[config.mk]
export PLATFORM = sky130hd
export DESIGN_NAME = rhf_top
export DESIGN_NICKNAME = d
export VERILOG_FILES = /design/src/logic/rhf_pkg.sv /design/src/logic/rhf_top.sv
export SDC_FILE = /design/constraint.sdc
export NUM_CORES = 1
export LEC_CHECK = 0
export BUFFER_PORTS_ARGS = -buffer_cell sky130_fd_sc_hd__clkbuf_2
export CELL_PAD_IN_SITES_DETAIL_PLACEMENT = 1
export CELL_PAD_IN_SITES_GLOBAL_PLACEMENT = 1
export CORE_ASPECT_RATIO = 1.2
export CORE_MARGIN = 10
export CORE_UTILIZATION = 45
export DETAILED_ROUTE_END_ITERATION = 12
export PLACE_DENSITY_LB_ADDON = 0.1
export RECOVER_POWER = 25
export SETUP_SLACK_MARGIN = 0.4
export SYNTH_ARGS = -nofsm -noshare
export SYNTH_HDL_FRONTEND = slang
export SYNTH_HIERARCHICAL = 1
export SYNTH_SLANG_ARGS = --single-unit
export TNS_END_PERCENT = 100
[constraint.sdc]
create_clock -name clk -period 12.9 [get_ports clk]
set_clock_uncertainty 0.15 [all_clocks]
set_input_delay 1.935 -clock clk [delete_from_list [all_inputs] [get_ports clk]]
set_output_delay 1.935 -clock clk [all_outputs]
set_load 0.05 [all_outputs]
[src/logic/rhf_pkg.sv]
// Shared constants, types and functions of the random source supervisor
package rhf_pkg;

    // Random word and buffer shape
    localparam int RHF_WORD_W = 32;
    localparam int RHF_FIFO_DEPTH = 16;

    // Total failure: run length of identical raw bits that is reported as a failure
    localparam int RHF_TF_LIMIT = 32;

    // Online test window and accepted count of ones in it
    localparam int RHF_WIN_LEN = 256;
    localparam int RHF_ONES_LO = 96;
    localparam int RHF_ONES_HI = 160;

    // Checked memory word and nonvolatile write port
    localparam int RHF_MEM_W = 32;
    localparam int RHF_NVM_AW = 12;

    // Values after reset
    localparam logic [31:0] RHF_WORD_RST = 32'h0000_0000;
    localparam logic RHF_FLAG_RST = 1'b0;

    typedef enum logic [1:0]
    {
        RHF_ST_START = 2'b00,
        RHF_ST_RUN = 2'b01,
        RHF_ST_FAIL = 2'b10
    } rhf_state_t;

    // Even parity over a data word and its stored parity bit
    function automatic logic rhf_par_bad(input logic [RHF_MEM_W-1:0] data, input logic par);
        rhf_par_bad = ^{data, par};
    endfunction : rhf_par_bad

endpackage : rhf_pkg

[src/logic/rhf_top.sv]
// Random source health supervision, word buffer and fault response
`timescale 1ns/1ns

module rhf_fifo
    import rhf_pkg::*;
#(
    parameter int WIDTH = RHF_WORD_W,
    parameter int DEPTH = RHF_FIFO_DEPTH
)
(
    input wire logic clk,
    input wire logic rst_b,
    input wire logic clr,
    input wire logic in_valid,
    output logic in_ready,
    input wire logic [WIDTH-1:0] in_data,
    output logic out_valid,
    input wire logic out_ready,
    output logic [WIDTH-1:0] out_data
);
    localparam int AW = $clog2(DEPTH);
    localparam logic [AW:0] FULL_CNT = (AW+1)'(DEPTH);
    localparam logic [AW-1:0] LAST_PTR = AW'(DEPTH - 1);

    logic [WIDTH-1:0] mem_q [DEPTH];
    logic [WIDTH-1:0] mem_d [DEPTH];
    logic [AW-1:0] wr_q, wr_d, rd_q, rd_d;
    logic [AW:0] cnt_q, cnt_d;
    logic push, pop;

    assign in_ready = (cnt_q != FULL_CNT);
    assign out_valid = (cnt_q != '0);
    assign out_data = mem_q[rd_q];
    assign push = in_valid & in_ready;
    assign pop = out_valid & out_ready;

    always_comb
    begin
        mem_d = mem_q;
        wr_d = wr_q;
        rd_d = rd_q;
        cnt_d = cnt_q;
        if (clr)
        begin
            // Flush drops stored words so none survive a fault
            wr_d = '0;
            rd_d = '0;
            cnt_d = '0;
        end
        else
        begin
            if (push)
            begin
                mem_d[wr_q] = in_data;
                wr_d = (wr_q == LAST_PTR) ? '0 : wr_q + 1'b1;
            end
            if (pop)
            begin
                rd_d = (rd_q == LAST_PTR) ? '0 : rd_q + 1'b1;
            end
            cnt_d = cnt_q + (AW+1)'(push) - (AW+1)'(pop);
        end
    end

    always_ff @(posedge clk)
    begin
        if (!rst_b)
        begin
            wr_q <= '0;
            rd_q <= '0;
            cnt_q <= '0;
        end
        else
        begin
            wr_q <= wr_d;
            rd_q <= rd_d;
            cnt_q <= cnt_d;
        end
        mem_q <= mem_d;
    end

endmodule : rhf_fifo

module rhf_top
    import rhf_pkg::*;
#(
    parameter int WORD_W = RHF_WORD_W,
    parameter int FIFO_DEPTH = RHF_FIFO_DEPTH,
    parameter int TF_LIMIT = RHF_TF_LIMIT,
    parameter int WIN_LEN = RHF_WIN_LEN,
    parameter int ONES_LO = RHF_ONES_LO,
    parameter int ONES_HI = RHF_ONES_HI,
    parameter int MEM_W = RHF_MEM_W,
    parameter int NVM_AW = RHF_NVM_AW
)
(
    input wire logic clk,
    input wire logic rst_b,
    input wire logic raw_bit_in,
    output logic [WORD_W-1:0] rd_word,
    output logic rd_valid,
    input wire logic rd_ready,
    output logic rng_up,
    output logic rng_fail,
    input wire logic mem_chk_valid,
    input wire logic [MEM_W-1:0] mem_chk_data,
    input wire logic mem_chk_par,
    input wire logic par_act_irq,
    input wire logic par_irq_clr,
    output logic par_irq,
    input wire logic env_alarm_in,
    input wire logic tamper_alarm_in,
    output logic chip_rst_req,
    input wire logic delivered,
    input wire logic prod_wr,
    input wire logic [NVM_AW-1:0] prod_addr,
    input wire logic [MEM_W-1:0] prod_data,
    output logic nvm_wr_en,
    output logic [NVM_AW-1:0] nvm_wr_addr,
    output logic [MEM_W-1:0] nvm_wr_data,
    output logic nvm_wr_par
);
    localparam int WCW = $clog2(WIN_LEN);
    localparam int OCW = $clog2(WIN_LEN + 1);
    localparam int RCW = $clog2(TF_LIMIT + 1);
    localparam int BCW = $clog2(WORD_W);
    localparam logic [WCW-1:0] WIN_LAST = WCW'(WIN_LEN - 1);
    localparam logic [OCW-1:0] LO_CNT = OCW'(ONES_LO);
    localparam logic [OCW-1:0] HI_CNT = OCW'(ONES_HI);
    localparam logic [RCW-1:0] TF_CNT = RCW'(TF_LIMIT);
    localparam logic [BCW-1:0] BIT_LAST = BCW'(WORD_W - 1);
    localparam logic [OCW:0] GAP_LIM = (OCW+1)'(WIN_LEN);

    // Pins from outside the clock domain: two flops, second only is read
    logic [2:0] s1_q, s2_q;
    logic raw_s, env_s, tamper_s;

    always_ff @(posedge clk)
    begin
        if (!rst_b)
        begin
            s1_q <= '0;
            s2_q <= '0;
        end
        else
        begin
            s1_q <= {tamper_alarm_in, env_alarm_in, raw_bit_in};
            s2_q <= s1_q;
        end
    end
    assign {tamper_s, env_s, raw_s} = s2_q;

    // Health tests and generator state
    rhf_state_t st_q, st_d;
    logic last_q, last_d;
    logic [RCW-1:0] rep_q, rep_d;
    logic [WCW-1:0] win_q, win_d;
    logic [OCW-1:0] ones_q, ones_d;
    logic [OCW-1:0] ones_fin;
    logic tf_hit, win_end, win_ok, fail_now;
    // Cycles since the last judged window, watched by the bound check
    logic [OCW:0] gap_q, gap_d;

    always_comb
    begin
        last_d = raw_s;
        // Saturating run length of identical raw bits
        rep_d = (raw_s == last_q) ? ((rep_q == TF_CNT) ? rep_q : rep_q + 1'b1) : RCW'(1);
        tf_hit = (rep_d == TF_CNT);
        ones_fin = ones_q + OCW'(raw_s);
        win_end = (win_q == WIN_LAST);
        win_ok = (ones_fin >= LO_CNT) && (ones_fin <= HI_CNT);
        win_d = win_end ? '0 : win_q + 1'b1;
        ones_d = win_end ? '0 : ones_fin;
        fail_now = tf_hit | (win_end & ~win_ok);
        gap_d = (win_end || st_q == RHF_ST_FAIL) ? '0 : gap_q + 1'b1;
        st_d = st_q;
        unique case (st_q)
            RHF_ST_START:
            begin
                if (fail_now)
                    st_d = RHF_ST_FAIL;
                else if (win_end)
                    st_d = RHF_ST_RUN;
            end
            RHF_ST_RUN:
            begin
                if (fail_now)
                    st_d = RHF_ST_FAIL;
            end
            RHF_ST_FAIL:
                st_d = RHF_ST_FAIL;
            default:
                st_d = RHF_ST_FAIL;
        endcase
    end

    always_ff @(posedge clk)
    begin
        if (!rst_b)
        begin
            st_q <= RHF_ST_START;
            last_q <= RHF_FLAG_RST;
            rep_q <= '0;
            win_q <= '0;
            ones_q <= '0;
            gap_q <= '0;
        end
        else
        begin
            st_q <= st_d;
            last_q <= last_d;
            rep_q <= rep_d;
            win_q <= win_d;
            ones_q <= ones_d;
            gap_q <= gap_d;
        end
    end

    // Word assembly; a finished word waits one more word before release so that
    // a failure seen while the next WORD_W bits are assembled still catches it
    logic [WORD_W-1:0] sh_q, sh_d, pend_q, pend_d;
    logic [BCW-1:0] bit_q, bit_d;
    logic pv_q, pv_d;
    logic asm_en, complete, fifo_in_valid, fifo_in_ready, fifo_out_valid, fifo_clr;

    assign asm_en = (st_q == RHF_ST_RUN) & ~(pv_q & ~fifo_in_ready);
    assign complete = asm_en & (bit_q == BIT_LAST);
    assign fifo_in_valid = complete & pv_q & ~fail_now;
    assign fifo_clr = (st_q == RHF_ST_FAIL) | fail_now;

    always_comb
    begin
        sh_d = sh_q;
        bit_d = bit_q;
        pend_d = pend_q;
        pv_d = pv_q;
        if (asm_en)
        begin
            sh_d = {sh_q[WORD_W-2:0], raw_s};
            bit_d = complete ? '0 : bit_q + 1'b1;
        end
        if (complete)
        begin
            pend_d = {sh_q[WORD_W-2:0], raw_s};
            pv_d = 1'b1;
        end
        if (fifo_clr)
        begin
            pv_d = 1'b0;
            pend_d = RHF_WORD_RST;
        end
    end

    always_ff @(posedge clk)
    begin
        if (!rst_b)
        begin
            sh_q <= RHF_WORD_RST;
            bit_q <= '0;
            pend_q <= RHF_WORD_RST;
            pv_q <= RHF_FLAG_RST;
        end
        else
        begin
            sh_q <= sh_d;
            bit_q <= bit_d;
            pend_q <= pend_d;
            pv_q <= pv_d;
        end
    end

    rhf_fifo #(.WIDTH(WORD_W), .DEPTH(FIFO_DEPTH)) u_fifo
    (
        .clk(clk),
        .rst_b(rst_b),
        .clr(fifo_clr),
        .in_valid(fifo_in_valid),
        .in_ready(fifo_in_ready),
        .in_data(pend_q),
        .out_valid(fifo_out_valid),
        .out_ready(rd_ready & rng_up),
        .out_data(rd_word)
    );

    assign rng_up = (st_q == RHF_ST_RUN);
    assign rd_valid = fifo_out_valid & rng_up;
    assign rng_fail = (st_q == RHF_ST_FAIL);

    // Parity, alarms and production writes
    logic par_err, irq_q, irq_d, rst_q, rst_d;
    logic nwe_q, nwe_d, npar_q, npar_d;
    logic [NVM_AW-1:0] nad_q, nad_d;
    logic [MEM_W-1:0] ndat_q, ndat_d;

    assign par_err = mem_chk_valid & rhf_par_bad(mem_chk_data, mem_chk_par);

    always_comb
    begin
        // Set wins over a clear in the same cycle
        irq_d = (par_err & par_act_irq) | (irq_q & ~par_irq_clr);
        // Reset request holds until the chip reset lands
        rst_d = rst_q | env_s | tamper_s | (par_err & ~par_act_irq);
        nwe_d = prod_wr & ~delivered;
        nad_d = nwe_d ? prod_addr : nad_q;
        ndat_d = nwe_d ? prod_data : ndat_q;
        npar_d = nwe_d ? ^prod_data : npar_q;
    end

    always_ff @(posedge clk)
    begin
        if (!rst_b)
        begin
            irq_q <= RHF_FLAG_RST;
            rst_q <= RHF_FLAG_RST;
            nwe_q <= RHF_FLAG_RST;
            npar_q <= RHF_FLAG_RST;
            nad_q <= '0;
            ndat_q <= '0;
        end
        else
        begin
            irq_q <= irq_d;
            rst_q <= rst_d;
            nwe_q <= nwe_d;
            npar_q <= npar_d;
            nad_q <= nad_d;
            ndat_q <= ndat_d;
        end
    end

    assign par_irq = irq_q;
    assign chip_rst_req = rst_q;
    assign nvm_wr_en = nwe_q;
    assign nvm_wr_addr = nad_q;
    assign nvm_wr_data = ndat_q;
    assign nvm_wr_par = npar_q;

    out_gated_a: assert property (@(posedge clk) disable iff (!rst_b) rd_valid |-> st_q == RHF_ST_RUN)
        else $error("word offered outside run state");
    fail_latched_a: assert property (@(posedge clk) disable iff (!rst_b) rng_fail |=> rng_fail)
        else $error("fail flag dropped before reset");
    total_fail_a: assert property (@(posedge clk) disable iff (!rst_b) tf_hit |=> rng_fail && !rd_valid)
        else $error("total failure did not block output");
    bad_window_a: assert property (@(posedge clk) disable iff (!rst_b)
        win_end && !win_ok |=> rng_fail)
        else $error("failed window not flagged");
    start_pass_a: assert property (@(posedge clk) disable iff (!rst_b)
        st_q == RHF_ST_START && win_end && !fail_now |=> rng_up)
        else $error("passed start window did not enable output");
    window_bound_a: assert property (@(posedge clk) disable iff (!rst_b)
        gap_q < GAP_LIM)
        else $error("test window overran");
    push_word_a: assert property (@(posedge clk) disable iff (!rst_b)
        fifo_in_valid |-> bit_q == BIT_LAST && pv_q && !tf_hit)
        else $error("word released without a following healthy word");
    par_irq_a: assert property (@(posedge clk) disable iff (!rst_b) par_err && par_act_irq |=> par_irq)
        else $error("parity interrupt missing");
    par_rst_a: assert property (@(posedge clk) disable iff (!rst_b) par_err && !par_act_irq |=> chip_rst_req)
        else $error("parity reset missing");
    env_alarm_a: assert property (@(posedge clk) disable iff (!rst_b) env_s |=> chip_rst_req)
        else $error("environment alarm did not request reset");
    tamper_pin_a: assert property (@(posedge clk) disable iff (!rst_b)
        $rose(tamper_alarm_in) ##1 tamper_alarm_in[*2] |=> chip_rst_req)
        else $error("tamper alarm did not request reset");
    nvm_lock_a: assert property (@(posedge clk) disable iff (!rst_b)
        delivered |=> !nvm_wr_en)
        else $error("nonvolatile write after delivery");
    nvm_par_a: assert property (@(posedge clk) disable iff (!rst_b)
        nvm_wr_en |-> ^{nvm_wr_data, nvm_wr_par} == 1'b0)
        else $error("written parity wrong");

endmodule : rhf_top

After elaboration in Yosys (flattened, before gate mapping)
Index checks and enable logic that the tools add are counted.
- memory bits (read-only): 0
- output and inout port bits: 83
- bits in latches: 0
- logic and storage cells: 118
- bits in writable memories: 0
- memories: 0
- register bits: 674
- shift-type cells: 0
- divide/modulo/power cells: 0
- reduce and logical (&&, ||, !) cells: 10
- mux-type cells: 15
- equality and inequality tests: 12
- $lt $le $gt $ge: 5
- add/subtract/negate cells: 8
- bitwise operators: 32
- multipliers: 0
- operators with widths (cell ; number):
    $bwmux W512 ; 1
    $bmux W32 S4 ; 1
    $demux W32 S4 ; 1
    $mux W32 ; 3
    $reduce_xor A33 Y1 ; 1
    $reduce_xor A32 Y1 ; 1
    $and A1 B1 Y1 ; 15
    $eq A6 B6 Y1 const B ; 2
    $mux W6 ; 2
    $ge A5 B5 Y1 const B ; 2
    $not A4 Y5 ; 2
    $add A9 B1 Y9 ; 1
    $ge A9 B7 Y1 const B ; 1
    $le A9 B8 Y1 const B ; 1
    $not A1 Y1 ; 9
    $add A4 B1 Y4 const B ; 2
    $add A8 B1 Y8 const B ; 1
    $eq A4 B4 Y1 const B ; 2
    $eq A8 B8 Y1 const B ; 1
    $mux W4 ; 2
    $add A6 B1 Y6 const B ; 1
    $mux W2 ; 3
    $or A1 B1 Y1 ; 6
    $add A5 B1 Y5 ; 1
    17 further kinds ; 20

Logic depth before layout (Yosys ltp)
Gate-level depths: netlist of run 1.
- depth in word-level cells: 11
- depth in mapped cells: 22

Modules after synthesis
Netlist of run 1, hierarchy kept.
- modules (own cells, without submodules) (module ; cells each ; area an instance (µm²) ; times used ; seq. area each (µm²)):
    rhf_fifo ; 896 ; 19916.6 ; 1 ; 15635.0
    rhf_top ; 704 ; 6713.9 ; 1 ; 2982.9

Worst setup path after synthesis of run 1
Ideal clock, no wire load.
- kind: flip-flop to flip-flop
- from: register s2_q[0]
- to: register u_fifo/mem_q[384] (netlist bit) (enable)
- stages on the path, launching flop included: 15
- arrival time: 4.945 ns
- slack: 7.344 ns
- path buffers: 1
- cells stage by stage: dfxtp_1 ha_1 ha_1 and2_4 a21oi_2 o32a_1 o31ai_1 a311o_2 a21oi_4 buf_6 nor4_2 inv_1 nor3_1 nand2_1 nor3_1
- longest elaborated chain between the ends: 10
- elaborated cells on any way between the ends: 16
- those cells by class: add/sub (1); order compare (2); eq/ne (2); mux (1); bitwise (8); reduce/logical (2)
- RTL lines (element ; RTL line ; source):
    from (decl) ; rhf_top.sv:135 ; logic [2:0] s1_q, s2_q;
    from (signal assigned) ; rhf_top.sv:148 ; s2_q <= s1_q;
    $add A9 B1 Y9 ; rhf_top.sv:170 ; ones_fin = ones_q + OCW'(raw_s);
    $ge A9 B7 Y1 or $le A9 B8 Y1 (tied branches) ; rhf_top.sv:172 ; win_ok = (ones_fin >= LO_CNT) && (ones_fin <= HI_CNT);
    $logic_and A1 B1 Y1 ; rhf_top.sv:172 ;
    $not A1 Y1 ; rhf_top.sv:175 ; fail_now = tf_hit | (win_end & ~win_ok);
    $and A1 B1 Y1 ; rhf_top.sv:175 ;
    $or A1 B1 Y1 (*) ; rhf_top.sv:175 ;
    $not A1 Y1 (*) ; rhf_top.sv:229 ; assign fifo_in_valid = complete & pv_q & ~fail_now;
    $and A1 B1 Y1 (*) ; rhf_top.sv:229 ;
    named net fifo_in_valid ; rhf_top.sv:225 ; logic asm_en, complete, fifo_in_valid, fifo_in_ready, fifo_out_valid, fifo_clr;
    $and A1 B1 Y1 (*) ; rhf_top.sv:34 ; assign push = in_valid & in_ready;
    $reduce_and A2 Y1 (no source line) (*) ; -- ;
    to (signal assigned) ; rhf_top.sv:79 ; mem_q <= mem_d;
    to (decl) ; rhf_top.sv:25 ; logic [WIDTH-1:0] mem_q [DEPTH];
Mark *: on every way through the listed nets, which the timed path passes. The rest lies on a longest branch.
A chain may end at the register's enable or synchronous reset.

Worst setup path after layout of run 1
- from: register u_fifo.rd_q[1]
- to: output rd_word[8]
- longest elaborated chain between the ends: 4
- RTL lines (element ; RTL line ; source):
    from (decl) ; rhf_top.sv:27 ; logic [AW-1:0] wr_q, wr_d, rd_q, rd_d;
    from (signal assigned) ; rhf_top.sv:76 ; rd_q <= rd_d;
    $not A4 Y5 (implied by the code) ; rhf_top.sv:33 ; assign out_data = mem_q[rd_q];
    $bmux W32 S4 ; rhf_top.sv:33 ;
    $mux W32 (implied by the code) (2 in series) ; rhf_top.sv:33 ;
    to (decl) ; rhf_top.sv:100 ; output logic [WORD_W-1:0] rd_word,
No other way between the ends. The select of a mux whose other input is x is not followed.

==> results of run 1 <==
cell usage in the layout, fill, tap and decap left out, types with 3 or more instances in the layout:
cell / n
sky130_fd_sc_hd__clkbuf_16: 71
sky130_fd_sc_hd__o21ai_0: 3
sky130_fd_sc_hd__inv_6: 4
sky130_fd_sc_hd__ha_1: 18
sky130_fd_sc_hd__nand2b_1: 7
sky130_fd_sc_hd__clkbuf_1: 16
sky130_fd_sc_hd__a21boi_0: 80
sky130_fd_sc_hd__clkbuf_8: 5
sky130_fd_sc_hd__xor2_1: 22
sky130_fd_sc_hd__dfxtp_4: 3
sky130_fd_sc_hd__clkbuf_2: 169
sky130_fd_sc_hd__xnor2_1: 64
sky130_fd_sc_hd__nand2_1: 174
sky130_fd_sc_hd__clkinv_2: 17
sky130_fd_sc_hd__nand2_2: 3
sky130_fd_sc_hd__nor4_2: 29
sky130_fd_sc_hd__nand3b_1: 3
sky130_fd_sc_hd__mux4_2: 128
sky130_fd_sc_hd__dfxtp_1: 159
sky130_fd_sc_hd__and2_1: 12
sky130_fd_sc_hd__nand3_1: 15
sky130_fd_sc_hd__buf_4: 31
sky130_fd_sc_hd__clkinv_1: 7
sky130_fd_sc_hd__nor2b_1: 3
sky130_fd_sc_hd__nor3_2: 4
sky130_fd_sc_hd__o22ai_1: 64
sky130_fd_sc_hd__inv_1: 18
sky130_fd_sc_hd__edfxtp_1: 512
sky130_fd_sc_hd__nor4_1: 6
sky130_fd_sc_hd__a21oi_1: 8
sky130_fd_sc_hd__a31oi_1: 3
sky130_fd_sc_hd__and3_1: 7
sky130_fd_sc_hd__mux2i_1: 35
sky130_fd_sc_hd__nor2_4: 13
sky130_fd_sc_hd__nor2_1: 58
sky130_fd_sc_hd__nor3_1: 9
area by class of cell:
cell class / count / area, µm² / area share
timing repair buffer: 201 / 1080 / 0.0355
sequential: 674 / 18600 / 0.611
inverter: 19 / 71.3 / 0.00234
multi-input combinational: 812 / 7550 / 0.248
clock buffer: 92 / 1910 / 0.0625
tap: 792 / 991 / 0.0325
clock inverter: 33 / 246 / 0.00809
worst max path at each step:
stage                         startpoint                 to  cells past startpoint
final                     u_fifo/rd_q[1]         rd_word[8]                      6
after global routing      u_fifo/rd_q[1]        rd_word[31]                      6
after floorplan                  s2_q[0]  u_fifo/mem_q[384]                     14
after detailed placement  u_fifo/rd_q[1]        rd_word[31]                      6
after global placement    u_fifo/rd_q[1]        rd_word[31]                      6
after CTS                 u_fifo/rd_q[1]        rd_word[31]                      6
cells in the mapped netlist, types with 2 or more instances:
cell type	number
sky130_fd_sc_hd__dfxtp_1	162
sky130_fd_sc_hd__nand2b_1	9
sky130_fd_sc_hd__and2_4	2
sky130_fd_sc_hd__ha_1	18
sky130_fd_sc_hd__buf_2	24
sky130_fd_sc_hd__nand4_1	2
sky130_fd_sc_hd__xor2_1	22
sky130_fd_sc_hd__inv_1	18
sky130_fd_sc_hd__nor2_1	70
sky130_fd_sc_hd__buf_1	5
sky130_fd_sc_hd__nand2_1	177
sky130_fd_sc_hd__mux2i_1	35
sky130_fd_sc_hd__clkbuf_8	4
sky130_fd_sc_hd__buf_6	7
sky130_fd_sc_hd__a21o_1	2
sky130_fd_sc_hd__nor3_1	13
sky130_fd_sc_hd__nand3b_1	3
sky130_fd_sc_hd__edfxtp_1	512
sky130_fd_sc_hd__a21oi_1	8
sky130_fd_sc_hd__nor2b_1	4
sky130_fd_sc_hd__buf_4	5
sky130_fd_sc_hd__nand3_1	15
sky130_fd_sc_hd__o22ai_1	64
sky130_fd_sc_hd__and2_1	12
sky130_fd_sc_hd__nor4_1	6
sky130_fd_sc_hd__and3_1	7
sky130_fd_sc_hd__xnor2_1	64
sky130_fd_sc_hd__mux4_2	128
sky130_fd_sc_hd__clkbuf_1	46
sky130_fd_sc_hd__nor4_2	29
sky130_fd_sc_hd__o21ai_0	4
sky130_fd_sc_hd__a21boi_0	80
sky130_fd_sc_hd__a31oi_1	3
sky130_fd_sc_hd__nor4_4	2
registers in the layout, summed over array words and instances (netlist names), 5 cells and up:
| signal | cells |
|---|---|
| u_fifo/mem_q | 512 |
| u_fifo/cnt_q | 5 |
| pend_q | 32 |
| rep_q | 6 |
| bit_q | 5 |
| nvm_wr_addr | 12 |
| win_q | 8 |
| nvm_wr_data | 32 |
| ones_q | 9 |
| sh_q | 31 |
worst reg2reg max path, stage by stage (launching register included):
cell and delay, ns:
sky130_fd_sc_hd__dfxtp_1 0.41, sky130_fd_sc_hd__ha_1 0.24, sky130_fd_sc_hd__ha_1 0.25, sky130_fd_sc_hd__and2_4 0.17
sky130_fd_sc_hd__a21oi_2 0.04, sky130_fd_sc_hd__o32a_1 0.30, sky130_fd_sc_hd__o31ai_1 0.25, sky130_fd_sc_hd__a311o_2 0.25
sky130_fd_sc_hd__a21oi_4 0.05, sky130_fd_sc_hd__buf_4 0.36, sky130_fd_sc_hd__or3_1 0.48, sky130_fd_sc_hd__nor3_1 0.37
sky130_fd_sc_hd__nand2_1 0.32, sky130_fd_sc_hd__nor2_4 0.81, sky130_fd_sc_hd__buf_4 0.47
layer usage:
layer / vias to the layer above / global-route usage / share of wire
met5: - / 0 / 0
met4: 0 / 0.0549 / 0.021
met3: 77 / 0.0470 / 0.066
met2: 367 / 0.310 / 0.49
met1: 7630 / 0.232 / 0.42
li1: 6481 / - / -
logic make-up after synthesis:
group	synth area share
simple gates	0.0704
mux	0.121
xor+xnor	0.0291
fa+ha+maj	0.00921
flops	0.699
compound gates	0.0483
buf+inv	0.0225
metrics by stage:
stage	setup slack (ns)	util	hold slack [ns]
3_5_place_dp	7.13	0.484	0.279
5_1_grt	6.30	0.521	0.312
2_1_floorplan	7.34	-	0.262
3_3_place_gp	7.12	0.484	0.267
4_1_cts	6.48	0.521	0.293
6_report	6.67	0.521	0.285
power by group:
part / leakage, nW / switching [mW] / internal [mW] / total (mW)
registers: 4.84 / 0.00721 / 2.31 / 2.32
clock network: 1.07 / 0.815 / 1.08 / 1.90
logic: 2.73 / 0.0897 / 0.0630 / 0.153
==> results.json, run 1 <==
{
  "remaining_design_rule_violation_count": 0,
  "synth_ff_type": "sky130_fd_sc_hd__edfxtp_1",
  "die_w_um": 242,
  "crit_path_frequent_cell": "sky130_fd_sc_hd__buf_4",
  "routed_wl_um": 63500,
  "final_antenna_net_count": 0,
  "globalRoute.totalOverflow": 0,
  "syn_area_per_cell_um2": 16.6,
  "layout_min_cycle_time_ns": 6.23,
  "place.detailed.hpwl_um": 36000,
  "number_of_cells_traversed_by_the_worst_register_to_register_path": 14,
  "synth_top_area_cell": "sky130_fd_sc_hd__edfxtp_1",
  "tritoncts": "yes",
  "yosysWarningCount": 6,
  "slew_viol_final": 0,
  "totalPowerFinal_mw": 4.37,
  "status": "finished clean",
  "worst_skew_late_latency_ns": 0.59,
  "timing.critical_path.buf_inv": 3,
  "postCtsSetupBuffers": 0,
  "setup_tns_final_ns": 0,
  "synth_enable_flop_cells": 512,
  "grt_setup_unrepaired": "false",
  "initial_utilization": 0.455,
  "gp_congestion": 0.726,
  "max-clock-path-buffers": 3,
  "worst-endpoint-required_ns": 10.81,
  "synth_area_um2": 26600,
  "dpl.cell_count": 2498,
  "power-per-cell-area_nw_per_um2": 143,
  "fp.dieH_um": 286,
  "filler_cell_count": 5566,
  "hold_path.startpoint": "s1_q[2]",
  "cts_buf_count": 68,
  "track_usage": 0.184,
  "synth_fp_nets": 1707,
  "maxCapViolCount": 0,
  "setup-violations-final": 0,
  "postSynthRegisterBits": 674,
  "highest_net_fanout_along_the_worst_path": 51,
  "endpoint_kind": "primary output",
  "synth.top_cell.area_share": 0.577,
  "hold_end": "s2_q[2]",
  "syn-instance-count": 1600,
  "first_iter_violations": 895,
  "cts_num_sinks": 674,
  "detailed_place.area_um2": 28300,
  "crit_type": "reg2out",
  "regToRegSetupSlack_ns": 7.63,
  "die_area_um2": 69300,
  "worst_slew_pin_slew_ns": 1.21,
  "hold_viol": 0,
  "io-pin-count": 171,
  "final_critical_path_share_of_the_clock_period": 0.483,
  "fraction_of_the_yosys_area_taken_by_sequential_cells": 0.699,
  "drt_first_pass_iters": 5,
  "number_of_vias_after_detailed_routing": 14600,
  "post_synth_num_cell_types": 72,
  "post_cts.resized_instances": 0,
  "rows": 97,
  "beginning_of_the_worst_register_to_register_path": "s2_q[0]",
  "critical_path.startpoint_type": "flop",
  "synthTopCellsByArea": "sky130_fd_sc_hd__edfxtp_1 (58%), sky130_fd_sc_hd__dfxtp_1 (12%), sky130_fd_sc_hd__mux4_2 (11%)",
  "cpLargestDelayFamily": "buffers and inverters",
  "timing.fmax_mhz": 161,
  "min_path_cells": 1,
  "place.port_buffers": 170,
  "instances_no_fill": 2623,
  "final_layout_size_suffix_gt1_frac": 0.277,
  "timing.max_slew.rel_slack": 0.196,
  "critPathArrivalTime_ns": 4.14,
  "root_buffer": "sky130_fd_sc_hd__clkbuf_16",
  "critical_path.max_stage_delay_ns": 0.81,
  "finish.net_count": 1883,
  "cts.htree.levels": 3,
  "grt_start_max_net_pins": 71,
  "clkTransAtPathRegs_ns": 0.06,
  "area.growth.synth_to_final_pct": 14.5,
  "leakage_nw": 8.63,
  "worst_path_max_delay_cell": "sky130_fd_sc_hd__buf_4",
  "number_of_global_route_vias_before_repair": 15900,
  "async_flop_share": 0,
  "cts_hold_repair_buffers": 0,
  "path_cells": "buf_4 -> buf_4 -> mux4_2 -> o22ai_1 -> nor2_1 -> clkbuf_2",
  "antenna_found_initial": 0,
  "crit-reg2reg-capture": "u_fifo/mem_q[91]",
  "viasPerCell": 5.55,
  "layout.cell_area.non_filler_um2": 30500,
  "wl_per_cell_um": 24.2,
  "core-area_um2": 58500,
  "grt_first_pass_wirelength_um": 97800,
  "hp-class": "reg2reg",
  "number_of_antenna_cells_inserted": 0,
  "max-vdd-ir-drop_mv": 0.0798
}
Power figures use the tool's default switching activity.
==> run 2: changes to the inputs <==
ABC_AREA = 1   (was not set)
CORE_UTILIZATION = 43   (was 45)
clock period = 5.2 ns   (was 12.9 ns; I/O delays follow)
==> run 2 against run 1 <==
  * The flow now finishes with violations (capacitance limit, slew limit)
  * Synthesized cell count grew 95%
  * Area after synthesis grew 11%
  * Register-to-register slack lost 6.8 ns
==> results.json, run 2 <==
{
  "met3RoutedLength_um": 4480,
  "hold_end": "s1_q[2]",
  "critical_path.max_stage_delay_ns": 0.58,
  "hp-class": "in2reg",
  "fp.dieH_um": 307,
  "worst_slew_pin_slew_ns": 1.68,
  "postSynthRegisterBits": 674,
  "number_of_vias_after_detailed_routing": 21200,
  "beginning_of_the_worst_register_to_register_path": "s2_q[0]",
  "slew_viol_final": 40,
  "synth_enable_flop_cells": 512,
  "post_synth_most_frequent_cells": "sky130_fd_sc_hd__nand2_1 (1067), sky130_fd_sc_hd__edfxtp_1 (512), sky130_fd_sc_hd__inv_1 (417), sky130_fd_sc_hd__nand3_1 (285), sky130_fd_sc_hd__nor2_1 (230)",
  "synth_ff_type": "sky130_fd_sc_hd__edfxtp_1",
  "gp_congestion": 0.797,
  "largest_register_ffs": 512,
  "hold_path.startpoint": "tamper_alarm_in",
  "detailed_place.area_um2": 31200,
  "dpl.cell_count": 4095,
  "filler_cell_count": 7705,
  "yosysMostFrequentCell": "sky130_fd_sc_hd__nand2_1",
  "crit-reg2reg-capture": "u_fifo/mem_q[380]",
  "timing.critical_path.buf_inv": 1,
  "first_iter_violations": 1032,
  "wl_per_cell_um": 19.3,
  "place_ws_ns": 0.696,
  "timing.max_slew.rel_slack": -0.123,
  "syn_area_per_cell_um2": 9.45,
  "worst_path_max_delay_cell": "sky130_fd_sc_hd__nor2_4",
  "io-pin-count": 171,
  "endpoint_kind": "flop",
  "final_common_cell": "sky130_fd_sc_hd__nand2_1",
  "synth_top_area_cell": "sky130_fd_sc_hd__edfxtp_1",
  "syn-instance-count": 3115,
  "core-area_um2": 68200,
  "timing.fmax_mhz": 230,
  "track_usage": 0.206,
  "cts_buf_count": 69,
  "rows": 105,
  "synth.top_cell.area_share": 0.522,
  "cpLargestDelayFamily": "simple AND/OR/NAND/NOR gates",
  "dr_wl_met2_um": 41100,
  "min_path_cells": 3,
  "synth_fp_nets": 3222,
  "worst-endpoint-required_ns": 5.33,
  "critPathArrivalTime_ns": 4.47,
  "antenna_found_initial": 0,
  "fin_ws_ns": 0.858,
  "tritoncts": "yes",
  "crit_path_frequent_cell": "sky130_fd_sc_hd__nand2_1",
  "wirelength_met1_um": 34600,
  "place.port_buffers": 170,
  "maxUsedRoutingLayer": "met4",
  "failed_checks": "capacitance limit, slew limit",
  "final_antenna_net_count": 0,
  "grt_start_max_net_pins": 132,
  "mostFrequentLayoutCells": "sky130_fd_sc_hd__nand2_1 (1067), sky130_fd_sc_hd__edfxtp_1 (512), sky130_fd_sc_hd__inv_1 (416), sky130_fd_sc_hd__nand3_1 (285), sky130_fd_sc_hd__nor2_1 (215)",
  "utilization": 0.491,
  "synthTopCellsByArea": "sky130_fd_sc_hd__edfxtp_1 (52%), sky130_fd_sc_hd__nand2_1 (14%), sky130_fd_sc_hd__dfxtp_1 (11%)",
  "post_synth_num_cell_types": 35,
  "highest_net_fanout_along_the_worst_path": 17,
  "remaining_design_rule_violation_count": 0,
  "drt_first_pass_iters": 7,
  "number_of_antenna_cells_inserted": 0,
  "layout.cell_area.non_filler_um2": 33500,
  "die_w_um": 259,
  "initial_utilization": 0.432,
  "final_layout_size_suffix_gt1_frac": 0.121,
  "die_area_um2": 79400,
  "number_of_global_route_vias_before_repair": 22800,
  "fraction_of_the_yosys_area_taken_by_sequential_cells": 0.632,
  "viasPerCell": 5.01,
  "routed_wl_um": 81800,
  "final_critical_path_share_of_the_clock_period": 0.835,
  "leakage_nw": 14.8,
  "path_cells": "ha_1 -> ha_1 -> nand3_1 -> nor2_1 -> nand2_1 -> xnor2_2 -> nor2_1 -> nand2_1 -> nand2_1 -> nand2_1 -> nand2_2 -> nand3_1 -> nor2_1 -> nand2_1 -> nor2_1 -> nand2_1 -> nor2_4 -> buf_12",
  "place.detailed.hpwl_um": 50800,
  "root_buffer": "sky130_fd_sc_hd__clkbuf_16",
  "cts_num_sinks": 674,
  "setup-violations-final": 0,
  "status": "finished with violations",
  "cts.htree.levels": 3,
  "power-per-cell-area_nw_per_um2": 326,
  "number_of_cells_traversed_by_the_worst_register_to_register_path": 18,
  "critical_path.startpoint_type": "flop",
  "instances_no_fill": 4232,
  "worst_skew_late_latency_ns": 0.59,
  "grt_first_pass_wirelength_um": 128000,
  "top_register": "u_fifo/mem_q",
  "clkTransAtPathRegs_ns": 0.06,
  "crit_type": "reg2reg",
  "grt_setup_unrepaired": "false",
  "hold_viol": 0,
  "layout_min_cycle_time_ns": 4.34,
  "yosysWarningCount": 6,
  "finish.net_count": 3375,
  "max-clock-path-buffers": 3,
  "globalRoute.totalOverflow": 0,
  "setup_tns_final_ns": 0,
  "synth_area_um2": 29400,
  "regToRegSetupSlack_ns": 0.86,
  "async_flop_share": 0,
  "maxCapViolCount": 1,
  "area.growth.synth_to_final_pct": 13.7,
  "max-vdd-ir-drop_mv": 0.248
}
## run 2: worst max path at each step
stage,from,end,slack [ns],cells past startpoint
after floorplan,st_q[0],u_fifo/mem_q[384],-0.19,11
after CTS,s2_q[0],u_fifo/mem_q[190],0.68,18
after detailed placement,s2_q[0],u_fifo/mem_q[186],0.70,18
after global placement,s2_q[0],u_fifo/mem_q[185],0.79,18
after global routing,s2_q[0],u_fifo/mem_q[380],0.39,18
final,s2_q[0],u_fifo/mem_q[380],0.86,18
## run 2: power breakdown
part / internal (mW) / switching [mW]
Clock: 2.70 / 2.05
Combinational: 0.127 / 0.268
Sequential: 5.74 / 0.0184
## run 2: tightest hold or removal path, delay by kind of cell
kind | cells | cell delay [ns]
AND/OR/NAND/NOR | 1 | 0.04
buffers and inverters | 2 | 0.11
## run 2: layout make-up
type | instances | area (µm²) | area share
clock inverters | 28 | 183 | 0.00546
multi-input cells | 1862 | 8480 | 0.253
well taps | 909 | 1140 | 0.0340
flip-flops and latches | 674 | 18600 | 0.556
inverters | 443 | 1680 | 0.0501
clock buffers | 98 | 1970 | 0.0589
repair buffers | 218 | 1400 | 0.0419
## run 2: per-stage QoR
step	hold slack, ns	power, mW
after floorplan	0.240	6.15
after global placement	0.248	6.26
after detailed placement	0.250	6.28
after CTS	0.188	11.1
after global routing	0.217	11.3
final	0.224	10.9
## run 2: repair_timing
item | in CTS | in global routing
hold endpoints to repair | 0 | 0
setup endpoints to repair | 0 | 64
buffers inserted | 0 | 11
hold buffers | 0 | 0
gates resized for setup | 0 | 1
## run 2: kinds of logic after synthesis
| logic type | synth area share |
|---|---|
| compound gates | 0.0177 |
| xor+xnor | 0.0187 |
| fa+ha+maj | 0.00833 |
| buf+inv | 0.0841 |
| flops | 0.632 |
| mux | 0.0109 |
| simple gates | 0.228 |
## run 2: metal layers
metal / vias up / track usage
met5: - / 0
met1: 10500 / 0.248
met4: 0 / 0.0579
met3: 104 / 0.0483
met2: 421 / 0.360
li1: 10200 / -
==> run 3: changes to the inputs <==
CORE_UTILIZATION = 45   (was 43)
clock period = 4.3 ns   (was 5.2 ns; I/O delays follow)
==> run 3 against run 2 <==
  * The flow now finishes without violations
  * Clock power up 24%
  * Register-to-register slack got worse by 0.25 ns
  * Combinational power grew 21%
  * Sequential share of layout area fell by 0.23 points
  * Worst setup slack worse by 0.25 ns
  * Total power grew 22%
  * Critical path depth rose by 1
  * Global-route usage increased by 0.40 points
  * Utilization grew 2.9 points
  * Wire length fell by 3.5%
  * Clock-buffer cell count decreased by 9
  * Critical path type unchanged
  * Highest routed layer unchanged
==> results.json, run 3 (same netlist as run 2, synthesis figures left out) <==
{
  "gp_congestion": 0.811,
  "track_usage": 0.210,
  "highest_net_fanout_along_the_worst_path": 32,
  "fp.dieH_um": 300,
  "slew_viol_final": 0,
  "max-clock-path-buffers": 3,
  "tritoncts": "yes",
  "maxCapViolCount": 0,
  "timing.max_slew.rel_slack": 0.204,
  "viasPerCell": 5.10,
  "top_register": "u_fifo/mem_q",
  "setup_tns_final_ns": 0,
  "hold_viol": 0,
  "clkTransAtPathRegs_ns": 0.06,
  "critical_path.startpoint_type": "flop",
  "cts_buf_count": 69,
  "grt_first_pass_wirelength_um": 125000,
  "worst_skew_late_latency_ns": 0.60,
  "largest_register_ffs": 512,
  "grt_setup_unrepaired": "false",
  "core-area_um2": 64700,
  "status": "finished clean",
  "crit_type": "reg2reg",
  "remaining_design_rule_violation_count": 0,
  "final_antenna_net_count": 0,
  "worst_slew_pin_slew_ns": 1.19,
  "max-vdd-ir-drop_mv": 0.322,
  "power-per-cell-area_nw_per_um2": 397,
  "leakage_nw": 14.9,
  "drt_first_pass_iters": 5,
  "layout_min_cycle_time_ns": 3.69,
  "finish.net_count": 3381,
  "cts_hold_repair_buffers": 0,
  "initial_utilization": 0.455,
  "io-pin-count": 171,
  "place.port_buffers": 170,
  "final_critical_path_share_of_the_clock_period": 0.859,
  "final_layout_size_suffix_gt1_frac": 0.126,
  "critPathArrivalTime_ns": 3.83,
  "number_of_antenna_cells_inserted": 0,
  "wl_per_cell_um": 19.0,
  "regToRegSetupSlack_ns": 0.61,
  "hp-class": "in2reg",
  "place.detailed.hpwl_um": 50800,
  "fin_ws_ns": 0.608,
  "root_buffer": "sky130_fd_sc_hd__clkbuf_16",
  "number_of_vias_after_detailed_routing": 21200,
  "place_ws_ns": 0.251,
  "grt_start_max_net_pins": 191,
  "setup-violations-final": 0,
  "final_common_cell": "sky130_fd_sc_hd__nand2_1",
  "routed_wl_um": 79000,
  "rows": 102,
  "timing.fmax_mhz": 271,
  "worst-endpoint-required_ns": 4.44,
  "cts_num_sinks": 674,
  "filler_cell_count": 7291,
  "area.growth.synth_to_final_pct": 14.2,
  "mostFrequentLayoutCells": "sky130_fd_sc_hd__nand2_1 (1066), sky130_fd_sc_hd__edfxtp_1 (512), sky130_fd_sc_hd__inv_1 (416), sky130_fd_sc_hd__nand3_1 (284), sky130_fd_sc_hd__nor2_1 (211)",
  "number_of_global_route_vias_before_repair": 22900,
  "globalRoute.totalOverflow": 0,
  "cts.htree.levels": 3,
  "die_area_um2": 76100,
  "first_iter_violations": 1206,
  "die_w_um": 254,
  "antenna_found_initial": 0,
  "endpoint_kind": "flop"
}
-- run 3: cell count changes in the layout (fill, tap and decap cells not counted), sizes merged --
cell / before / now
clkbuf: 268 / 260
bufinv: 1 / 7
buf: 48 / 53
clkinv: 27 / 23
clkinvlp: 1 / 4
-- run 3: area by class of cell --
type / count / area [µm²] / area share
sequential: 674 / 18600 / 0.554
multi-input combinational: 1862 / 8550 / 0.254
clock buffer: 89 / 1860 / 0.0554
inverter: 443 / 1670 / 0.0497
timing repair buffer: 224 / 1530 / 0.0454
tap: 832 / 1040 / 0.0310
clock inverter: 33 / 342 / 0.0102
-- run 3: where the power goes --
| group | switching, mW | total (mW) | internal (mW) |
|---|---|---|---|
| Combinational | 0.322 | 0.478 | 0.155 |
| Clock | 2.44 | 5.91 | 3.48 |
| Sequential | 0.0230 | 6.97 | 6.94 |
| Total | 2.78 | 13.4 | 10.6 |
-- run 3: path summary, 6_finish.rpt --
| check | from | depth (start not counted) | endpoint |
|---|---|---|---|
| hold reg to reg | s1_q[2] | 2 | s2_q[2] |
| setup reg to reg | s2_q[0] | 19 | u_fifo/mem_q[228] |
| hold / removal | raw_bit_in | 3 | s1_q[0] |
| setup / recovery | s2_q[0] | 19 | u_fifo/mem_q[228] |
-- run 3: worst max-delay path: stages, from the launching register on --
cell and delay, ns:
sky130_fd_sc_hd__dfxtp_4 0.39, sky130_fd_sc_hd__ha_4 0.16, sky130_fd_sc_hd__ha_4 0.14, sky130_fd_sc_hd__nand3_2 0.09, sky130_fd_sc_hd__nor2_2 0.13, sky130_fd_sc_hd__nand2_1 0.10, sky130_fd_sc_hd__xnor2_2 0.16, sky130_fd_sc_hd__nor2_1 0.11
sky130_fd_sc_hd__nand2_1 0.06, sky130_fd_sc_hd__nand2_1 0.05, sky130_fd_sc_hd__nand2_1 0.06, sky130_fd_sc_hd__nand2_2 0.10, sky130_fd_sc_hd__nand3_1 0.10, sky130_fd_sc_hd__nor2_2 0.16, sky130_fd_sc_hd__nand2_2 0.10, sky130_fd_sc_hd__buf_4 0.14
sky130_fd_sc_hd__nor2_1 0.27, sky130_fd_sc_hd__nand2_1 0.38, sky130_fd_sc_hd__nor2_4 0.22, sky130_fd_sc_hd__buf_12 0.26
-- run 3: timing repair --
item,CTS,global route
setup buffers,3,7
endpoints found under the setup margin,119,419
resized for setup,1,14
pin swaps,2,7
gates cloned,0,0
-- run 3: per-layer routing --
| metal | wire length (µm) | track usage | vias up |
|---|---|---|---|
| met1 | 33300 | 0.253 | 10500 |
| met2 | 39200 | 0.367 | 453 |
| met4 | 1630 | 0.0609 | 0 |
| met3 | 4840 | 0.0483 | 103 |
| met5 | 0 | 0 | - |
| li1 | - | - | 10200 |
-- run 3: through the flow --
step                      instance area, µm²  utilization  hold slack, ns  cells  power [mW]
after detailed placement               31300        0.484           0.257   4025        7.59
after CTS                              33500        0.518          0.0702   4150        13.5
after floorplan                        29500            -           0.240   3115        7.44
final                                  33600        0.520           0.100   4157        13.4
after global placement                 31300        0.484           0.250   4025        7.57
after global routing                   33600        0.520          0.0937   4157        13.8
